`config.mk`:
```
export PLATFORM = sky130hd
export DESIGN_NAME = carriage_space_control
export DESIGN_NICKNAME = d
export VERILOG_FILES = /design/src/rtl/csc_pkg.sv /design/src/rtl/carriage_space_control.sv /design/src/rtl/csc_cycle_index.sv
export VERILOG_INCLUDE_DIRS = /design/src /design/src/rtl
export SDC_FILE = /design/constraint.sdc
export NUM_CORES = 1
export LEC_CHECK = 0
export BUFFER_PORTS_ARGS = -buffer_cell sky130_fd_sc_hd__buf_2
export CAP_MARGIN = 25
export CORE_MARGIN = 2
export CORE_UTILIZATION = 55
export CTS_CLUSTER_DIAMETER = 120
export CTS_CLUSTER_SIZE = 12
export DETAILED_ROUTE_END_ITERATION = 10
export PLACE_DENSITY = 0.82
export SLEW_MARGIN = 20
export SYNTH_ARGS = -nofsm -noshare
export SYNTH_HDL_FRONTEND = slang
export SYNTH_SLANG_ARGS = --single-unit
```
`constraint.sdc`:
```
create_clock -name clk -period 6.8 [get_ports clk]
set_input_delay 0.34 -clock clk [delete_from_list [all_inputs] [get_ports clk]]
set_output_delay 0.34 -clock clk [all_outputs]
set_load 0.005 [all_outputs]
```
`src/rtl/csc_defs.svh`:
```
// Constants for the carriage space control block
`ifndef CSC_DEFS_SVH
`define CSC_DEFS_SVH

// ************************************************************
// Timing of the machine-cycle index
// ************************************************************
`define CSC_CLK_HZ        64'd40000000
`define CSC_SEC_PER_MIN   64'd60
`define CSC_DEG_PER_REV   64'd360
`define CSC_RATE_LOW_CPM  64'd100
`define CSC_RATE_HIGH_CPM 64'd150
`define CSC_DIV_W         17
`define CSC_DEG_W         9
`define CSC_DEG_LAST      9'h167
`define CSC_DEG_ZERO      9'h000

// ************************************************************
// Cam and contact windows in degrees
// ************************************************************
`define CSC_CAM_END       9'h00F
`define CSC_EAC_START     9'h159
`define CSC_SUPP_END      9'h01E

// ************************************************************
// Register map
// ************************************************************
`define CSC_ADR_W         8
`define CSC_ADR_CTRL      8'h00
`define CSC_ADR_STAT      8'h04
`define CSC_ADR_COUNT     8'h08
`define CSC_CTRL_W        3
`define CSC_CTRL_RST      3'h5
`define CSC_CTRL_LIST     0
`define CSC_CTRL_RATE     1
`define CSC_CTRL_RUN      2
`define CSC_COUNT_W       8
`define CSC_COUNT_RST     8'h00

`endif

```
`src/rtl/csc_pkg.sv`:
```
// Types shared by the carriage space control files
package csc_pkg;

   // Panel space impulses
   typedef struct packed {
      logic single;
      logic dbl;
      logic triple;
      logic suppress;
   } csc_panel_t;

   // Cycle-type indications
   typedef struct packed {
      logic detail;
      logic minorTotal;
      logic interTotal;
      logic majorTotal;
      logic firstCard;
   } csc_cycle_t;

   // Machine printing rate
   typedef enum logic {
      CSC_RATE_100 = 1'b0,
      CSC_RATE_150 = 1'b1
   } csc_rate_t;

   // Status word layout
   typedef struct packed {
      logic [8:0] degree;
      logic       tripleHold;
      logic       doubleHold;
      logic       tripleStage;
      logic       doubleStage;
      logic       panelSingle;
      logic       suppress;
      logic       clutch;
   } csc_status_t;

endpackage

```
`src/rtl/carriage_space_control.sv`:
```
// Carriage line-space sequencing with Wishbone registers
//
// Implementation choices: the Wishbone register port and the register addresses.
`timescale 1ns/10ps
`default_nettype none
`include "csc_defs.svh"

// Contract
// RQ1: Triple space stops on third contact make
// RQ2: Triple releases double stage on contact break
// RQ3: Panel space request overrides internal request
// RQ4: Panel double/triple opens internal single stop
// RQ5: Panel single bypasses internal double stage
// RQ6: Panel triple over internal double counts three
// RQ7: Suppress pulse latches, blocks clutch request
// RQ8: Suppress cancels pending double and triple
// RQ9: Default one space before every print
// RQ10: Spacing starts from start-of-cycle cam window
// RQ11: List on: detail, total single; group double
// RQ12: List off: minor none, others single, double
// RQ13: Detail listing needs list tied all cycles
// RQ14: Spacing at print rate, low carriage speed
// RQ15: Stop drops clutch and clears request latches
// RQ16: Clutch latch sets at cam, drives clutch
// RQ17: Cycle index is clock-driven degree counter
module carriage_space_control #(
   parameter int unsigned DEG_CYC_100 =
      32'(`CSC_CLK_HZ * `CSC_SEC_PER_MIN / (`CSC_RATE_LOW_CPM * `CSC_DEG_PER_REV)),
   parameter int unsigned DEG_CYC_150 =
      32'(`CSC_CLK_HZ * `CSC_SEC_PER_MIN / (`CSC_RATE_HIGH_CPM * `CSC_DEG_PER_REV))
) (
   input  wire logic                clk,            // System clock, 40 MHz
   input  wire logic                sys_rst,        // Synchronous reset
   input  wire logic                wb_cyc_i,       // Bus cycle
   input  wire logic                wb_stb_i,       // Bus strobe
   input  wire logic                wb_we_i,        // Write enable
   input  wire logic [7:0]          wb_adr_i,       // Byte address
   input  wire logic [3:0]          wb_sel_i,       // Byte lanes
   input  wire logic [31:0]         wb_dat_i,       // Write data
   output logic [31:0]              wb_dat_o,       // Read data
   output logic                     wb_ack_o,       // Acknowledge
   input  wire csc_pkg::csc_panel_t panelPulse,     // Panel impulse pins
   input  wire csc_pkg::csc_cycle_t cycleType,      // Cycle-type pins
   input  wire logic                lineContact,    // Line-space contact pin
   output logic                     clutchDrive,    // Carriage clutch magnet
   output logic                     carriageStop,   // Stop relay pulse
   output logic                     lowSpeedSel     // Low carriage speed
);
   import csc_pkg::*;

   // ************************************************************
   // Pin synchronisers
   // ************************************************************
   csc_panel_t panelA_reg;
   csc_panel_t panelB_reg;
   csc_cycle_t cycleA_reg;
   csc_cycle_t cycleB_reg;
   logic       contactA_reg;
   logic       contactB_reg;
   logic       contactC_reg;

   // Two flops per pin, third flop only for edge detection
   always_ff @(posedge clk) begin
      panelA_reg   <= panelPulse;
      panelB_reg   <= panelA_reg;
      cycleA_reg   <= cycleType;
      cycleB_reg   <= cycleA_reg;
      contactA_reg <= lineContact;
      contactB_reg <= contactA_reg;
      contactC_reg <= contactB_reg;
   end

   // ************************************************************
   // Control register and machine-cycle index
   // ************************************************************
   logic [`CSC_CTRL_W-1:0] ctrl_reg;
   logic [`CSC_CTRL_W-1:0] ctrl_next;
   logic [`CSC_DEG_W-1:0]  degree;
   logic                   degTick;
   logic                   listOn;
   logic                   runOn;
   csc_rate_t              rateSel;

   assign listOn  = ctrl_reg[`CSC_CTRL_LIST];
   assign runOn   = ctrl_reg[`CSC_CTRL_RUN];
   assign rateSel = csc_rate_t'(ctrl_reg[`CSC_CTRL_RATE]);

   // Index advanced by the clock at the printing rate
   csc_cycle_index #(
      .DIV_100 (DEG_CYC_100),
      .DIV_150 (DEG_CYC_150)
   ) u_index (
      .clk     (clk),
      .sys_rst (sys_rst),
      .runEn   (runOn),
      .rateSel (rateSel),
      .degree  (degree),
      .degTick (degTick)
   ); // RQ17 RQ14

   // ************************************************************
   // Angle windows and contact edges
   // ************************************************************
   logic camWin;
   logic eacWin;
   logic suppHoldWin;
   logic contactMake;
   logic contactBreak;

   assign camWin       = degree <= `CSC_CAM_END; // RQ10
   assign eacWin       = degree >= `CSC_EAC_START;
   assign suppHoldWin  = eacWin || (degree <= `CSC_SUPP_END);
   assign contactMake  = contactB_reg && !contactC_reg;
   assign contactBreak = !contactB_reg && contactC_reg;

   // ************************************************************
   // Relay latches
   // ************************************************************
   logic clutch_reg;
   logic clutch_next;
   logic suppress_reg;
   logic suppress_next;
   logic panelSingle_reg;
   logic panelSingle_next;
   logic doubleStage_reg;
   logic doubleStage_next;
   logic tripleStage_reg;
   logic tripleStage_next;
   logic doubleHold_reg;
   logic doubleHold_next;
   logic tripleHold_reg;
   logic tripleHold_next;
   logic camDone_reg;
   logic camDone_next;
   logic stop_reg;
   logic lowSpeed_reg;
   logic [`CSC_COUNT_W-1:0] spaces_reg;
   logic [`CSC_COUNT_W-1:0] spaces_next;

   // Internal space demand from the cycle type
   logic intSingle;
   logic intDouble;
   logic panelAny;
   logic anyRequest;
   logic clutchSet;
   logic takeDouble;
   logic firstStep;
   logic secondStep;
   logic stopNow;

   assign intSingle = listOn ? (cycleB_reg.detail || cycleB_reg.minorTotal ||
                                cycleB_reg.interTotal || cycleB_reg.majorTotal)
                             : (cycleB_reg.interTotal || cycleB_reg.majorTotal); // RQ9 RQ11 RQ12 RQ13
   assign intDouble = cycleB_reg.firstCard; // RQ11 RQ12
   assign panelAny  = panelSingle_reg || doubleStage_reg || tripleStage_reg;

   // Clutch request from the cam window when any space is held
   assign anyRequest = panelAny || intSingle || intDouble;
   assign clutchSet  = runOn && camWin && !camDone_reg && !clutch_reg &&
                       !suppress_reg && anyRequest; // RQ16 RQ7 RQ10
   // Internal double is dropped when the panel asked for single or triple
   assign takeDouble = clutchSet && intDouble && !panelSingle_reg && !tripleStage_reg; // RQ3

   // Stage stepping on each contact make
   assign firstStep  = clutch_reg && contactMake && tripleStage_reg && !tripleHold_reg; // RQ1 RQ6
   assign secondStep = clutch_reg && contactMake && !firstStep && doubleStage_reg &&
                       !doubleHold_reg && !panelSingle_reg; // RQ4 RQ5
   assign stopNow    = clutch_reg && contactMake && !firstStep && !secondStep; // RQ1 RQ5

   // Next-state equations of the latches
   assign clutch_next      = (clutch_reg || clutchSet) && !stopNow; // RQ15 RQ16
   assign suppress_next    = (suppress_reg || (panelB_reg.suppress && eacWin)) && suppHoldWin; // RQ7
   assign panelSingle_next = (panelSingle_reg || (panelB_reg.single && eacWin)) && !stopNow; // RQ15
   assign doubleStage_next = (doubleStage_reg || (panelB_reg.dbl && eacWin) || takeDouble || firstStep) &&
                             !(contactBreak && doubleHold_reg) && !stopNow && !suppress_reg; // RQ2 RQ8
   assign tripleStage_next = (tripleStage_reg || (panelB_reg.triple && eacWin)) &&
                             !(contactBreak && tripleHold_reg) && !stopNow && !suppress_reg; // RQ2 RQ8
   assign doubleHold_next  = (doubleHold_reg || secondStep) && !stopNow && !suppress_reg;
   assign tripleHold_next  = (tripleHold_reg || firstStep) && !stopNow && !suppress_reg;
   assign camDone_next     = camWin && (camDone_reg || clutchSet);
   assign spaces_next      = (clutch_reg && contactMake) ? spaces_reg + 1'b1 : spaces_reg;

   // Latch registers
   always_ff @(posedge clk) begin
      if (sys_rst) begin
         clutch_reg      <= 1'b0;
         suppress_reg    <= 1'b0;
         panelSingle_reg <= 1'b0;
         doubleStage_reg <= 1'b0;
         tripleStage_reg <= 1'b0;
         doubleHold_reg  <= 1'b0;
         tripleHold_reg  <= 1'b0;
         camDone_reg     <= 1'b0;
         stop_reg        <= 1'b0;
         lowSpeed_reg    <= 1'b0;
         spaces_reg      <= `CSC_COUNT_RST;
      end else begin
         clutch_reg      <= clutch_next;
         suppress_reg    <= suppress_next;
         panelSingle_reg <= panelSingle_next;
         doubleStage_reg <= doubleStage_next;
         tripleStage_reg <= tripleStage_next;
         doubleHold_reg  <= doubleHold_next;
         tripleHold_reg  <= tripleHold_next;
         camDone_reg     <= camDone_next;
         stop_reg        <= stopNow; // RQ15
         lowSpeed_reg    <= clutch_next; // RQ14
         spaces_reg      <= spaces_next;
      end
   end

   assign clutchDrive  = clutch_reg; // RQ16
   assign carriageStop = stop_reg;
   assign lowSpeedSel  = lowSpeed_reg;

   // ************************************************************
   // Wishbone slave
   // ************************************************************
   logic        ack_reg;
   logic [31:0] rdat_reg;
   logic [31:0] rdat_next;
   logic        busReq;
   logic        selCtrl;
   logic        selStat;
   logic        selCount;
   logic        ctrlWrite;
   csc_status_t statusWord;

   assign busReq    = wb_cyc_i && wb_stb_i && !ack_reg;
   assign selCtrl   = wb_adr_i == `CSC_ADR_CTRL;
   assign selStat   = wb_adr_i == `CSC_ADR_STAT;
   assign selCount  = wb_adr_i == `CSC_ADR_COUNT;
   assign ctrlWrite = busReq && wb_we_i && selCtrl && wb_sel_i[0];
   assign ctrl_next = ctrlWrite ? wb_dat_i[`CSC_CTRL_W-1:0] : ctrl_reg;

   // Status word gathers the latch states and index angle
   assign statusWord = '{degree:      degree,
                         tripleHold:  tripleHold_reg,
                         doubleHold:  doubleHold_reg,
                         tripleStage: tripleStage_reg,
                         doubleStage: doubleStage_reg,
                         panelSingle: panelSingle_reg,
                         suppress:    suppress_reg,
                         clutch:      clutch_reg};

   // Read multiplexer, unmapped reads return zero
   assign rdat_next = selCtrl  ? {{(32-`CSC_CTRL_W){1'b0}}, ctrl_reg} :
                      selStat  ? {{(32-$bits(csc_status_t)){1'b0}}, statusWord} :
                      selCount ? {{(32-`CSC_COUNT_W){1'b0}}, spaces_reg} : 32'h0000_0000;

   // Bus registers, answer one cycle after the request
   always_ff @(posedge clk) begin
      if (sys_rst) begin
         ctrl_reg <= `CSC_CTRL_RST;
         ack_reg  <= 1'b0;
         rdat_reg <= 32'h0000_0000;
      end else begin
         ctrl_reg <= ctrl_next;
         ack_reg  <= busReq;
         rdat_reg <= busReq ? rdat_next : rdat_reg;
      end
   end

   assign wb_ack_o = ack_reg;
   assign wb_dat_o = rdat_reg;
endmodule
`default_nettype wire

```
`src/rtl/csc_cycle_index.sv`:
```
// Machine-cycle degree counter
`timescale 1ns/10ps
`default_nettype none
`include "csc_defs.svh"

module csc_cycle_index #(
   parameter int unsigned DIV_100 = 1,
   parameter int unsigned DIV_150 = 1
) (
   input  wire logic                  clk,      // System clock
   input  wire logic                  sys_rst,  // Synchronous reset
   input  wire logic                  runEn,    // Index turning
   input  wire csc_pkg::csc_rate_t    rateSel,  // Printing rate
   output logic [`CSC_DEG_W-1:0]      degree,   // Index angle
   output logic                       degTick   // Degree advance pulse
);
   import csc_pkg::*;

   logic [`CSC_DIV_W-1:0] divCnt_reg;
   logic [`CSC_DIV_W-1:0] divCnt_next;
   logic [`CSC_DEG_W-1:0] degree_reg;
   logic [`CSC_DEG_W-1:0] degree_next;
   logic [`CSC_DIV_W-1:0] divLast;
   logic                  wrapDiv;

   // Divider limit follows the selected rate
   assign divLast     = (rateSel == CSC_RATE_150) ? `CSC_DIV_W'(DIV_150 - 1) : `CSC_DIV_W'(DIV_100 - 1);
   assign wrapDiv     = runEn && (divCnt_reg >= divLast);
   assign divCnt_next = !runEn ? divCnt_reg : (wrapDiv ? '0 : divCnt_reg + 1'b1);
   assign degree_next = !wrapDiv ? degree_reg :
                        ((degree_reg == `CSC_DEG_LAST) ? `CSC_DEG_ZERO : degree_reg + 1'b1);

   // Counter registers
   always_ff @(posedge clk) begin
      if (sys_rst) begin
         divCnt_reg <= '0;
         degree_reg <= `CSC_DEG_ZERO;
      end else begin
         divCnt_reg <= divCnt_next;
         degree_reg <= degree_next;
      end
   end

   assign degree  = degree_reg;
   assign degTick = wrapDiv;

endmodule
`default_nettype wire

```
# Yosys cells after proc, flatten, opt, wreduce, memory -nomap -nowiden
# Index checks and enable logic that the tools add are counted.
[word_totals]
mem_bits_rw = 0
latch_bits = 0
n_memories = 0
word_cells = 132
regBits = 100
mem_bits_ro = 0
output_inout_bits = 36
input_bits = 59
[op_classes]
addsub = 3
n_shift = 0
bitwise = 0
mul = 0
n_eq_ne = 3
n_mux = 7
n_div = 0
n_lt_le_gt_ge = 4
n_reduce_logical = 79
[ops]
columns = ["op", "n"]
rows = [
  ["$logic_and A1 B1 Y1", 44],
  ["$mux W17", 2],
  ["$mux W16", 2],
  ["$logic_or A1 B1 Y1", 19],
  ["$add A17 B1 Y17 const B", 1],
  ["$ge A17 B17 Y1", 1],
  ["$logic_not A1 Y1", 15],
  ["$add A9 B1 Y9 const B", 1],
  ["$eq A9 B9 Y1 const B", 1],
  ["$ge A9 B9 Y1 const B", 1],
  ["$le A9 B4 Y1 const B", 1],
  ["$le A9 B5 Y1 const B", 1],
  ["$mux W9", 1],
  ["$add A8 B1 Y8 const B", 1],
  ["$eq A8 B3 Y1 const B", 1],
  ["$eq A8 B4 Y1 const B", 1],
  ["$logic_not A8 Y1", 1],
  ["$mux W8", 1],
  ["$mux W1", 1],
]

# Logic depth before layout (Yosys ltp)
# Gate-level depths: netlist of the first run.
[depth]
depth_word = 15
depth_mapped = 8
ltp_nobuf = 7

# Cells and area by module
# From an unflattened synthesis of the first run, not the netlist that was laid out.
[unflattened]
cells_unflattened = 404
hier_area_um2 = 3759.9
[modules_own_cells]
columns = ["mod", "instances", "area_per_inst_um2", "seq_area_each_um2", "cells_per_inst"]
rows = [
  ["carriage_space_control", 1, 2183.3, 1161.1, 226],
  ["csc_cycle_index", 1, 1576.5, 520.5, 178],
]

# Least setup slack after synthesis of the first run
# No wires, ideal clock.
[synth_timing]
kind = "reg2reg"
startpoint = "register ctrl_reg[1]"
endpoint = "register u_index.divCnt_reg[10]"
t_required_ns = 6.736
n_path_buf = 1
setup_ns = 0.064
arrival_time_ns = 2.152
setup_slack_ns = 4.584
period_less_slack_ns = 2.216
stages_incl_launch_ff = 8
path_cell_list = "dfxtp_1 -> inv_1 -> ha_1 -> a311o_1 -> a31oi_1 -> nand3_2 -> buf_2 -> nor2_1"
[synth_via]
elab_chain_cells = 4
[synth_rtl]
columns = ["element", "line", "rtl"]
rows = [
  ["start: declaration", "carriage_space_control.sv:76", "logic [`CSC_CTRL_W-1:0] ctrl_reg;"],
  ["start signal: assignment", "carriage_space_control.sv:254", "ctrl_reg <= `CSC_CTRL_RST;"],
  ["start signal: assignment", "carriage_space_control.sv:258", "ctrl_reg <= ctrl_next;"],
  ["$mux W17", "csc_cycle_index.sv:27", "assign divLast = (rateSel == CSC_RATE_150) ? `CSC_DIV_W'(DIV_150 - 1) : `CSC_DIV_W'(DIV_100 - 1);"],
  ["$ge A17 B17 Y1", "csc_cycle_index.sv:28", "assign wrapDiv = runEn && (divCnt_reg >= divLast);"],
  ["$logic_and A1 B1 Y1", "csc_cycle_index.sv:28", ""],
  ["$mux W17", "csc_cycle_index.sv:29", "assign divCnt_next = !runEn ? divCnt_reg : (wrapDiv ? '0 : divCnt_reg + 1'b1);"],
  ["end signal: assignment", "csc_cycle_index.sv:39", "divCnt_reg <= divCnt_next;"],
  ["end: declaration", "csc_cycle_index.sv:19", "logic [`CSC_DIV_W-1:0] divCnt_reg;"],
]
# No other way between the ends.
# A chain may end at the register's enable or synchronous reset.

# Worst setup path in the final report of the first run
[layout_timing]
startpoint = "register ctrl_reg[1]"
endpoint = "register u_index.degree_reg[0] (netlist: u_index.degree[0])"
[layout_via]
elab_chain_cells = 3
[layout_rtl]
columns = ["element", "line", "rtl"]
rows = [
  ["$mux W17", "csc_cycle_index.sv:27", ""],
  ["$ge A17 B17 Y1", "csc_cycle_index.sv:28", ""],
  ["$logic_and A1 B1 Y1", "csc_cycle_index.sv:28", ""],
  ["end signal: assignment", "csc_cycle_index.sv:37", "degree_reg <= `CSC_DEG_ZERO;"],
  ["end signal: assignment", "csc_cycle_index.sv:40", "degree_reg <= degree_next;"],
  ["end: declaration", "csc_cycle_index.sv:21", "logic [`CSC_DEG_W-1:0] degree_reg;"],
]
# No other way between the ends.

==> results of run 1 <==
per-layer routing:
| layer | vias up | part of all wire [%] |
|---|---|---|
| met5 | - | 0 |
| li1 | 1466 | - |
| met4 | 0 | 0.90 |
| met3 | 4 | 6.1 |
| met2 | 92 | 50 |
| met1 | 1358 | 42 |
layout make-up:
cell class	instances	area [µm²]	area share (%)
flip-flops and latches	84	1680	41.6
repair buffers	46	230	5.69
clock inverters	7	78.8	1.95
well taps	77	96.3	2.38
clock buffers	9	124	3.06
inverters	10	37.5	0.928
multi-input cells	291	1800	44.4
final timing paths:
path,to,start,cells past startpoint
max,u_index.degree[0],ctrl_reg[1],6
min,contactA_reg,lineContact,1
max reg2reg,u_index.degree[0],ctrl_reg[1],6
min reg2reg,cycleB_reg[3],cycleA_reg[3],0
Yosys cell counts, types with 2 or more instances:
master | count | area, µm²
a21oi_1 | 22 | 110
a22oi_1 | 18 | 135
a31oi_1 | 4 | 25.0
a41oi_1 | 4 | 35.0
and2_0 | 2 | 12.5
and3_1 | 10 | 62.6
and3_2 | 2 | 15.0
and4b_1 | 2 | 20.0
buf_1 | 2 | 7.51
buf_2 | 2 | 10.0
buf_4 | 17 | 128
clkbuf_1 | 12 | 45.0
dfxtp_1 | 84 | 1680
ha_1 | 15 | 188
inv_1 | 10 | 37.5
mux2i_1 | 9 | 90.1
nand2_1 | 29 | 109
nand2b_1 | 3 | 18.8
nand3_1 | 11 | 55.1
nand3b_1 | 3 | 22.5
nand4_1 | 10 | 62.6
nor2_1 | 58 | 218
nor2b_1 | 7 | 43.8
nor3_1 | 10 | 50.1
nor4_1 | 4 | 25.0
o21ai_0 | 11 | 55.1
o41ai_1 | 4 | 35.0
xnor2_1 | 9 | 78.8
xor2_1 | 13 | 114
stage by stage:
step	instance area, µm²	hold WS, ps	utilization (%)
floorplan	3720	310	-
global route	4050	46.7	63.4
global placement	3840	311	60.2
finish	4050	69.7	63.4
detailed placement	3840	312	60.2
CTS	4050	48.4	63.4
cells by family after synthesis:
kind of cell | synth area share (%)
and+or+nand+nor | 21.2
muxes | 2.77
AOI/OAI and AO/OA | 13.1
adders and majority gates | 5.12
xor gates and xnor gates | 5.26
DFF | 45.9
other | 0.102
buffers and inverters | 6.53
power by group:
group	total (µW)	switching, µW	leakage, µW	internal (µW)
Sequential	529	19.0	0.000687	510
Clock	351	205	0.000102	146
Combinational	77.5	41.4	0.000876	36.2
Total	957	265	0.00166	692
critical path: cells and delay by family (launching register included):
kind                     cells  cell delay (ps)
adder cells (fa/ha/maj)      1              320
AO/OA/AOI/OAI                3             1330
buffers and inverters        1              180
AND/OR/NAND/NOR              1              490
flip-flops                   1              450
==> metrics.cfg, run 1 <==
[global_routing]
grt_use_met2_pct=34.9
grt_usage_pct=20.9
antenna_found_initial=0
grt_pass1_vias=2773
grt-busiest-layer=met2
grt_pass1_wl_um=12300
grt_max_degree=37
met1_usage_pct=26.2
gr-total-overflow=0
gr-usage-met3_pct=4.43

[cts]
postCtsSetupBuffers=0
cts_max_path_buffers=2
h-tree-depth=3
cts_resized=0
cts_tree=done
cts_hold_buf=0
clkLatencyLatePin_ps=360
clkSinkCount=84
path_clk_slew_ps=100
root_buffer=clkbuf_8
cts_buffers=9

[floorplan]
core_area_um2=6390
row_count=29
fp.dieW_um=85.6
initial_core_util_pct=57.3
die_h_um=85.6
ios=95
dieArea_um2=7330

[worst_setup_path]
start_kind=flip-flop
worst_ep_required_time_ps=7080
crit_type=flip-flop to flip-flop
cp_slowest_stage_delay_ps=680
cp_max_fo=19
cpMaxStageDelayCell=a31oi_1
path_cells=inv_1, ha_1, a311o_1, a31oi_1, nand3_2, o22ai_1
reg2reg_setup_slack_ps=3940
end_kind=flip-flop
crit_arrival_ps=3140

[cells_and_area]
fillers=540
largest_reg_flops=17
area_growth_pct=10.5
final_layout_size_suffix_gt1_share_pct=15.9
fin_cells=524
layout_commonest_cell=dfxtp_1
layout_common_cells=dfxtp_1 (84), nor2_1 (58), buf_2 (46)
nNetsFinal=516
antennaDiodeCount=0

[synth]
synth_edf_count=0
syn_area_um2=3660
ys_seq_area_share_pct=45.9
synth_ff_type=dfxtp_1
ys_types=46
synth_area_per_cell_um2=9.07
yosysWarnings=0
synth-seq-cells=84
async_flop_share_pct=0
synthCells=404

[sta]
relSlewSlack_pct=38.3
setup_tns_ps=0
fin_crit_sh_pct=42.1
finalCriticalPeriod_ps=2860
rsz0062_at_grt=no
fin_ws_ps=3940
final-hold-violation-count=0
maxSlewViolCount=0
setup_violations=0
fmax_ghz=0.349
worst_pin_slew_ps=922
fin_worst_skew_ps=9.75

[detailed_routing]
drt_wl_total_um=7360
firstDrtPassIters=5
drtAntennaViolNets=0
vias=2920
viasPerCell=5.57
drt_iter0_drc=182
drt-wirelength-per-cell_um=14.0
route.detailed.drc=0

[min_path]
hold_class=input pin to flip-flop

[placement]
place_hpwl_um=5350
place_inst=508
port-buffer-count=46
place.gp.congestion=0.854
post-place-ws_ps=3990

[power_and_ir_drop]
power_per_cell_area_nw_per_um2=237
p_total_uw=957
leakage_uw=0.00166
irDropWorstVdd_uv=181

[job]
cap_violations=0

[outcome]
status=finished clean

No activity file was read; power rests on OpenSTA's default activity.
==> inputs of run 2 (changes only) <==
- CORE_UTILIZATION: 55 -> 52
- PLACE_DENSITY: 0.82 -> 0.78
- clock period: 6.8 -> 2.9 ns (I/O delays scaled with it)
==> run 2 against run 1 <==
  * Fmax rose by 17%
  * Non-clock buffer count rose by 15
  * First-iteration DRC count fell by 19%
  * Highest routed layer unchanged
==> metrics.cfg, run 2 (synthesis gave the netlist of run 1 again) <==
[worst_setup_path]
path_buf_inv=1
cpMaxStageDelayCell=dfxtp_1
crit_type=flip-flop to flip-flop
worst_ep_required_time_ps=3150
end_kind=flip-flop
crit_arrival_ps=2700
path_cells=inv_1, ha_1, a2111oi_0, nor4_1, o2111ai_2, and2_0, o21ai_0
cp_max_fo=7
cp_slowest_stage_delay_ps=450
start_kind=flip-flop
path_delay_family=compound AO/OA/AOI/OAI gates

[cells_and_area]
layout_common_cells=dfxtp_1 (84), nor2_1 (58), buf_2 (46)
seqCellArea_um2=1680
area_growth_pct=14.9
final_layout_size_suffix_gt1_share_pct=16.2
multi_input_comb_area_um2=1800
nNetsFinal=531
fin_cells=558
fillers=571
layout_commonest_cell=dfxtp_1
antennaDiodeCount=0
largest_reg_flops=17

[power_and_ir_drop]
irDropWorstVdd_uv=469
leakage_uw=0.00173
power_per_cell_area_nw_per_um2=538

[detailed_routing]
viasPerCell=5.40
drt_iter0_drc=148
firstDrtPassIters=6
drt-wirelength-per-cell_um=13.3
route.detailed.drc=0
drtAntennaViolNets=0
drt_wl_total_um=7440
vias=3011

[floorplan]
die_h_um=87.9
initial_core_util_pct=53.9
row_count=30
ios=95
dieArea_um2=7730
core_area_um2=6790
fp.dieW_um=87.9

[global_routing]
grt_max_degree=37
gr-usage-met3_pct=6.60
grt_pass1_vias=2558
grt_usage_pct=20.0
gr-total-overflow=0
antenna_found_initial=0
grt_use_met2_pct=34.2
grt_pass1_wl_um=11900
grt-busiest-layer=met2
met1_usage_pct=24.2

[cts]
cts_max_path_buffers=2
h-tree-depth=3
postCtsSetupBuffers=0
root_buffer=clkbuf_8
clkSinkCount=84
clkLatencyLatePin_ps=370
path_clk_slew_ps=100
cts_buffers=9
cts_resized=0
cts_tree=done

[sta]
setup_violations=0
final-hold-violation-count=0
rsz0062_at_grt=no
maxSlewViolCount=0
fmax_ghz=0.408
finalCriticalPeriod_ps=2450
relSlewSlack_pct=50.8
fin_ws_ps=448
fin_worst_skew_ps=12.3
whs_ps=16.2
setup_tns_ps=0
worst_pin_slew_ps=734
fin_crit_sh_pct=84.5

[placement]
place_inst=531
post-place-ws_ps=528
place_hpwl_um=5230
place.gp.congestion=0.861
port-buffer-count=46

[min_path]
hold_class=input pin to flip-flop

[outcome]
status=finished clean

[job]
cap_violations=0

[run 2: cell types whose count changed in the layout (fill, tap and decap cells not counted)]
cell           delta
clkinv_4          +1
clkinv_8          -1
inv_6             -2
dlygate4sd3_1    +11
buf_4             +4
inv_8             +2
[run 2: worst paths after layout]
kind                      start                end  slack (ps)  depth (start not counted)
setup / recovery    ctrl_reg[1]  u_index.degree[3]         450                          7
hold / removal      wb_dat_i[2]        ctrl_reg[2]          20                          3
setup reg to reg    ctrl_reg[1]  u_index.degree[3]         450                          7
hold reg to reg   cycleA_reg[0]          intDouble         340                          0
[run 2: power breakdown]
part / switching (µW) / leakage [µW] / internal (µW)
registers: 47.1 / 0.000687 / 1200
clock network: 485 / 0.000103 / 342
logic: 97.9 / 0.000939 / 96.2
total: 630 / 0.00173 / 1630
[run 2: worst min-delay path, delay by kind of cell]
kind	cells	cell delay (ps)
buffers and inverters	1	90
muxes	1	60
and+or+nand+nor	1	60
[run 2: final cells by class]
class | count | area share (%)
Sequential cell | 84 | 40.0
Tap cell | 96 | 2.85
Clock inverter | 7 | 1.81
Clock buffer | 9 | 2.94
Multi-Input combinational cell | 291 | 42.7
Timing Repair Buffer | 61 | 8.80
Inverter | 10 | 0.892
[run 2: routing by layer]
layer | share of wire, % | wire length, µm | vias to the layer above
li1 | - | - | 1497
met2 | 49 | 3680 | 86
met4 | 1.0 | 78 | 0
met3 | 6.3 | 466 | 7
met5 | 0 | 0 | -
met1 | 43 | 3220 | 1421
[run 2: timing repair]
action	in CTS	in global routing
hold endpoints to repair	11	0
setup endpoints to repair	0	0
hold buffers	11	0
[run 2: per-stage QoR]
step | power (µW) | area (µm²) | utilization, %
6_report | 2260 | 4210 | 61.9
4_1_cts | 2280 | 4210 | 61.9
2_1_floorplan | 1410 | 3720 | -
3_5_place_dp | 1450 | 3900 | 57.4
5_1_grt | 2360 | 4210 | 61.9
3_3_place_gp | 1440 | 3900 | 57.4
